--- src/rtl/pcdc_consts.svh ---
// constants for the capability and device capability register bank
`ifndef PCDC_CONSTS_SVH
`define PCDC_CONSTS_SVH
`define PCDC_OFS_CAP_INFO        8'h92
`define PCDC_OFS_DEV_CAP_INFO    8'h94
`define PCDC_OFS_GEN_CTRL        8'hD4
`define PCDC_CAP_INFO_RESET      16'h0071
`define PCDC_DEV_CAP_INFO_RESET  32'h0000_8002
`define PCDC_CAP_VERSION         4'h1
`define PCDC_PORT_KIND_CODE      4'h7
`define PCDC_ROLE_ERR_FLAG       1'h1
`define PCDC_MAX_PAYLOAD_SUPPORT 3'h2
`define PCDC_GHOST_FUNC_SUPPORT  2'h0
`define PCDC_WIDE_TAG_SUPPORT    1'h0
`define PCDC_LAT_RESET           3'h0
`define PCDC_SCALE_RESET         2'h0
`define PCDC_VALUE_RESET         8'h00
`define PCDC_GC_DEEP_HI          15
`define PCDC_GC_DEEP_LO          13
`define PCDC_GC_STBY_HI          18
`define PCDC_GC_STBY_LO          16
`define PCDC_PL_SCALE_HI         9
`define PCDC_PL_SCALE_LO         8
`endif

--- src/rtl/pcdc_pkg.sv ---
// types for the capability and device capability register bank
`default_nettype none
package pcdc_pkg;
	typedef struct packed {
		logic [1:0] captured_power_scale;
		logic [7:0] captured_power_value;
	} pcdc_power_limit_s;
	typedef struct packed {
		logic [2:0] deep_idle_exit_latency;
		logic [2:0] standby_exit_latency;
	} pcdc_latency_s;
endpackage
`default_nettype wire

--- src/rtl/pcdc_regs.sv ---
// read-only capability and device capability registers of the bridge
// Summary of operation
// [RULE_01] capability version nibble always reads 1h
// [RULE_02] port kind code in bits 7:4 reads 0111b, bridge type
// [RULE_03] slot implemented bit 8 is read-only zero
// [RULE_04] bits 15:9 of capability info read zero, writes ignored
// [RULE_05] power limit message loads payload bits 9:8 into scale field 27:26
// [RULE_06] scale encoding 00=1.0x, 01=0.1x, 10=0.01x, 11=0.001x
// [RULE_07] power limit message loads payload bits 7:0 into value field 25:18
// [RULE_08] role based error flag bit 15 hardwired one
// [RULE_09] lamp and button present bits 14:12 hardwired zero
// [RULE_10] deep idle latency 11:9 mirrors general control bits 15:13
// [RULE_11] standby latency 8:6 mirrors general control bits 18:16
// [RULE_12] both latency fields reset to 000b
// [RULE_13] latency below the phy exit latency is not accepted
// [RULE_14] ghost function support bits 4:3 read 00b
// [RULE_15] max payload support bits 2:0 read 010b, 512 bytes
// [RULE_16] bits 31:28 of device capability read zero
// [RULE_17] wide tag support bit 5 read-only, not supported
// [RULE_18] bits 17:16 of device capability read zero
// [RULE_19] captured fields hold until next message or reset to zero
`timescale 1ns/1ns
`default_nettype none
`include "pcdc_consts.svh"
module pcdc_regs #(
	parameter logic [2:0] DEEP_IDLE_PHY_MIN = 3'h0,
	parameter logic [2:0] STANDBY_PHY_MIN   = 3'h0
) (
	// clock and reset
	input  wire logic        i_clk,
	input  wire logic        i_rst,
	// configuration write of the general control register
	input  wire logic        i_gc_wr,
	input  wire logic [31:0] i_gc_wdata,
	// set slot power limit message
	input  wire logic        i_pl_msg,
	input  wire logic [9:0]  i_pl_payload,
	// configuration read port
	input  wire logic        i_rd,
	input  wire logic [7:0]  i_rd_addr,
	output logic             o_rd_valid,
	output logic [31:0]      o_rd_data,
	// register images
	output logic [15:0]      o_cap_info,
	output logic [31:0]      o_dev_cap_info
);
	pcdc_pkg::pcdc_power_limit_s pl_r, pl_nxt;
	pcdc_pkg::pcdc_latency_s     lat_r, lat_nxt;
	logic [15:0] cap_nxt;
	logic [31:0] dev_nxt;
	logic        rd_valid_nxt;
	logic [31:0] rd_data_nxt;
	logic [2:0]  deep_req;
	logic [2:0]  stby_req;

	always_comb begin
		pl_nxt = pl_r; // RULE_19
		if (i_pl_msg) begin
			pl_nxt.captured_power_scale = i_pl_payload[`PCDC_PL_SCALE_HI:`PCDC_PL_SCALE_LO]; // RULE_05 RULE_06
			pl_nxt.captured_power_value = i_pl_payload[7:0]; // RULE_07
		end
	end

	always_ff @(posedge i_clk) begin
		if (i_rst) begin
			pl_r.captured_power_scale <= `PCDC_SCALE_RESET; // RULE_19
			pl_r.captured_power_value <= `PCDC_VALUE_RESET; // RULE_19
		end else begin
			pl_r <= pl_nxt;
		end
	end

	// values below the phy floor are dropped so the field keeps its prior setting
	always_comb begin
		lat_nxt  = lat_r;
		deep_req = i_gc_wdata[`PCDC_GC_DEEP_HI:`PCDC_GC_DEEP_LO];
		stby_req = i_gc_wdata[`PCDC_GC_STBY_HI:`PCDC_GC_STBY_LO];
		if (i_gc_wr) begin
			if (deep_req >= DEEP_IDLE_PHY_MIN) begin // RULE_13
				lat_nxt.deep_idle_exit_latency = deep_req; // RULE_10
			end
			if (stby_req >= STANDBY_PHY_MIN) begin // RULE_13
				lat_nxt.standby_exit_latency = stby_req; // RULE_11
			end
		end
	end

	always_ff @(posedge i_clk) begin
		if (i_rst) begin
			lat_r.deep_idle_exit_latency <= `PCDC_LAT_RESET; // RULE_12
			lat_r.standby_exit_latency   <= `PCDC_LAT_RESET; // RULE_12
		end else begin
			lat_r <= lat_nxt;
		end
	end

	always_comb begin
		cap_nxt = {7'h00, // RULE_04
			1'h0, // RULE_03
			`PCDC_PORT_KIND_CODE, // RULE_02
			`PCDC_CAP_VERSION}; // RULE_01
		dev_nxt = {4'h0, // RULE_16
			pl_nxt.captured_power_scale,
			pl_nxt.captured_power_value,
			2'h0, // RULE_18
			`PCDC_ROLE_ERR_FLAG, // RULE_08
			3'h0, // RULE_09
			lat_nxt.deep_idle_exit_latency,
			lat_nxt.standby_exit_latency,
			`PCDC_WIDE_TAG_SUPPORT, // RULE_17
			`PCDC_GHOST_FUNC_SUPPORT, // RULE_14
			`PCDC_MAX_PAYLOAD_SUPPORT}; // RULE_15
	end

	// images mirror next state so they track the capture with no extra lag
	always_ff @(posedge i_clk) begin
		if (i_rst) begin
			o_cap_info     <= `PCDC_CAP_INFO_RESET; // RULE_01
			o_dev_cap_info <= `PCDC_DEV_CAP_INFO_RESET; // RULE_12
		end else begin
			o_cap_info     <= cap_nxt;
			o_dev_cap_info <= dev_nxt;
		end
	end

	// reads see the image held before this edge, so an update in the same cycle is not yet visible
	always_comb begin
		rd_valid_nxt = i_rd;
		rd_data_nxt  = 32'h0000_0000;
		if (i_rd && i_rd_addr == `PCDC_OFS_CAP_INFO) begin
			rd_data_nxt = {16'h0000, o_cap_info}; // RULE_04
		end else if (i_rd && i_rd_addr == `PCDC_OFS_DEV_CAP_INFO) begin
			rd_data_nxt = o_dev_cap_info;
		end
	end

	always_ff @(posedge i_clk) begin
		if (i_rst) begin
			o_rd_valid <= 1'h0;
			o_rd_data  <= 32'h0000_0000;
		end else begin
			o_rd_valid <= rd_valid_nxt;
			o_rd_data  <= rd_data_nxt;
		end
	end
endmodule // pcdc_regs
`default_nettype wire

--- config.mk ---
export PLATFORM = sky130hd
export DESIGN_NAME = pcdc_regs
export DESIGN_NICKNAME = d
export VERILOG_FILES = /design/src/rtl/pcdc_pkg.sv /design/src/rtl/pcdc_regs.sv
export VERILOG_INCLUDE_DIRS = /design/src /design/src/rtl
export SDC_FILE = /design/constraint.sdc
export NUM_CORES = 1
export LEC_CHECK = 0
export ABC_AREA = 1
export BUFFER_PORTS_ARGS = -buffer_cell sky130_fd_sc_hd__buf_2
export CORE_MARGIN = 10
export CORE_UTILIZATION = 38
export CTS_BUF_LIST = sky130_fd_sc_hd__clkbuf_8
export DETAILED_ROUTE_END_ITERATION = 16
export PLACE_DENSITY = 0.82
export SLEW_MARGIN = 10
export SYNTH_ARGS = -nofsm -noshare
export SYNTH_HDL_FRONTEND = slang
export SYNTH_SLANG_ARGS = --single-unit
--- constraint.sdc ---
create_clock -name i_clk -period 1.1 [get_ports i_clk]
set_clock_uncertainty 0.2 [all_clocks]
set_input_delay 0.165 -clock i_clk [delete_from_list [all_inputs] [get_ports i_clk]]
set_output_delay 0.165 -clock i_clk [all_outputs]
set_load 0.02 [all_outputs]
==> summary.txt <==
Layout
  – Fillers: 332
  – FF+latch area: 747 um^2
  – Ant diodes: 0
  – Final nets: 318
  – Area of the multi-input gates: 497 um^2
  – Commonest non-fill, non-tap cell in the layout: conb_1
  – Area grow syn2layout: 53.2%
  – Fin util: 0.615
  – Share of layout cells above drive strength 1: 0.511
  – Most frequent cells in the layout: conb_1 (43), buf_6 (38), dfxtp_2 (34)

Floorplanning
  – Core footprint: 3740 um^2
  – Cell row count: 22
  – DIE AREA: 6870 um^2
  – Die span in x: 82.9 um
  – Chip height: 82.9 um
  – Ports: 136
  – Starting Density: 0.402

STA
  – Tcrit/Tclk final: 1.03
  – Tmin final: 1.13 ns
  – Max Slew Vio Count: 0
  – Setup-failing EPs final: 13
  – Setup WS post-layout: -0.0342 ns
  – Final Hold Vio Count: 0
  – RSZ-0062 raised after global routing: yes
  – TNS Setup: -0.180 ns
  – Max Clock Freq: 882 MHz

Critical path
  – Worst path arrival time: 0.77 ns
  – Worst-path cell chain: buf_6
  – Critical Path RT: 0.73 ns
  – Crit Reg-Reg Startpoint: pl_r[5]
  – Reg-to-Reg End: pl_r[5]
  – Startpoint types: flop
  – R2R setup slack: 0.18 ns
  – Crit path largest cell delay: 0.36 ns
  – Crit Path Max Fanout: 3
  – CP Class: reg2out
  – Crit. End Element: primary output
  – Slowest stage cell, crit path: dfxtp_4
  – R2R cell count: 3
  – Crit. path cell count: 1
  – Crit path buf inv count: 1
  – CP delay by family, top: flip-flops

Yosys
  – YS warnings: 0
  – Area contributors post-synth: dfxtp_1 (47%), buf_4 (23%), a21oi_1 (5.0%)
  – Syn Inst Count: 174
  – Ys flop type: dfxtp_1
  – Post-synthesis register bit count: 35
  – Top cell type's share of synthesized area: 0.466
  – Sequential fraction of the synthesis area: 0.466
  – Post-Syn Area: 1500 um^2
  – Synth area leader: dfxtp_1
  – Post-synth EDFFs: 0
  – Post-synth cell types: 20
  – Mean post-synth cell area: 8.64 um^2
  – Asr flop ratio synth: 0

Clocking
  – Clk buf depth: 2
  – Clk_lat worst skew: 0.28 ns
  – Clock root buffer: clkbuf_8
  – Total CTS buffers: 5
  – Clock sink total: 35
  – CTS clk-pin slew, worst paths: 0.06 ns
  – H-Tree Depth: 2
  – CTS tree: built

Route
  – M1 WL: 1.80 mm
  – WL/cell: 13.7 um
  – Total number of vias: 1247
  – Post-route DRC: 0
  – Metal3 WL: 290 um
  – DRT Pass-1 Iters: 4
  – Vias/cell: 4.00
  – DRT Wirelength: 4.29 mm
  – Iteration-0 DRC count of the detailed router: 41
  – Antenna-violating nets left: 0
  – DR top layer: met4
  – Met2 routed WL: 2.16 mm

Placed design
  – Port Buffers: 66
  – Final HPWL DP: 2.99 mm
  – Final GP Congestion: 0.773

Min path
  – Hold path depth: 5
  – Hold path start: i_rd_addr[1]
  – Hold EP: o_rd_data[5]
  – Hold Crit Class: in2reg

GRT
  – Tot GR Track Use: 0.116
  – First-pass GRT wire length: 6.63 mm
  – Largest net degree at the start of global routing: 21
  – GR Overflow Total: 0
  – Initial antenna violation count: 0
  – Vias in the first global route: 1369

Power and ir drop
  – Max VDD drop: 513 uV
  – PD cells: 1260 nW/um^2
  – Leak: 1.15 nW
  – Design Power: 2.89 mW

Run
  – Max Cap Violations: 0

Run status
  – Status: complete, but fails checks
  – Violated checks: setup timing
[registers in the layout, indices dropped and copies added (netlist names)]
signal	cells
o_rd_data	18
pl_r	9
lat_r	4
o_dev_cap_info	3
o_rd_valid	1
[power by group]
| group | switching [mW] | internal [mW] |
|---|---|---|
| sequential | 0.0288 | 1.32 |
| clock | 0.452 | 0.569 |
| combinational | 0.321 | 0.207 |
[worst max-delay path by stage]
| stage | endpoint | start | slack [ns] |
|---|---|---|---|
| after CTS | o_rd_data[4] | o_rd_data[5] | -0.04 |
| after global placement | o_rd_data[9] | i_rd_addr[0] | -0.05 |
| after global routing | o_rd_data[5] | o_rd_data[5] | -0.05 |
| after detailed placement | o_rd_data[8] | i_rd_addr[0] | -0.09 |
| final | o_rd_data[5] | o_rd_data[5] | -0.03 |
| after floorplan | o_rd_data[26] | i_rst | 0.1 |
[logic make-up after synthesis]
group | count (synthesis) | share of synthesized area
AO/OA/AOI/OAI | 31 | 0.103
buffers and inverters | 74 | 0.308
flip-flops | 35 | 0.466
other | 2 | 0.00499
AND/OR/NAND/NOR | 32 | 0.118
[area by class of cell]
class,count,area share
multi-input combinational,106,0.216
clock buffer,7,0.0418
timing repair buffer,92,0.351
tap,48,0.0261
sequential,35,0.324
clock inverter,1,0.00326
inverter,23,0.0380
[routing by layer]
layer,global-route usage,up-vias
li1,-,620
met1,0.123,550
met2,0.202,70
met3,0.0479,7
met4,0.0369,0
met5,0,-
[per-stage QoR]
step	worst slack [ns]	hold slack, ns	instance area [um^2]	cells
2_1_floorplan	0.0978	0.0999	1660	215
3_3_place_gp	-0.0543	0.191	1720	284
3_5_place_dp	-0.0905	0.199	1720	284
4_1_cts	-0.0367	0.0261	2270	311
5_1_grt	-0.0540	0.0481	2300	312
6_report	-0.0342	0.0271	2300	312
[timing repair]
| item | 4_1_cts | 5_1_grt |
|---|---|---|
| hold buffers | 18 | 0 |
| setup buffers | 1 | 1 |
| setup endpoints to repair | 38 | 39 |
| hold endpoints to repair | 17 | 0 |
| resized for setup | 101 | 12 |
[synthesized netlist by cell type (2+ instances only)]
cell	instances
buf_2	3
conb_1	2
nand2_1	5
o21ai_1	15
dfxtp_1	35
nor2_1	11
inv_2	2
a21oi_1	15
nor2_2	10
nand3_1	2
inv_1	20
buf_4	46
Note: power is estimated with default switching activity, not from simulation.
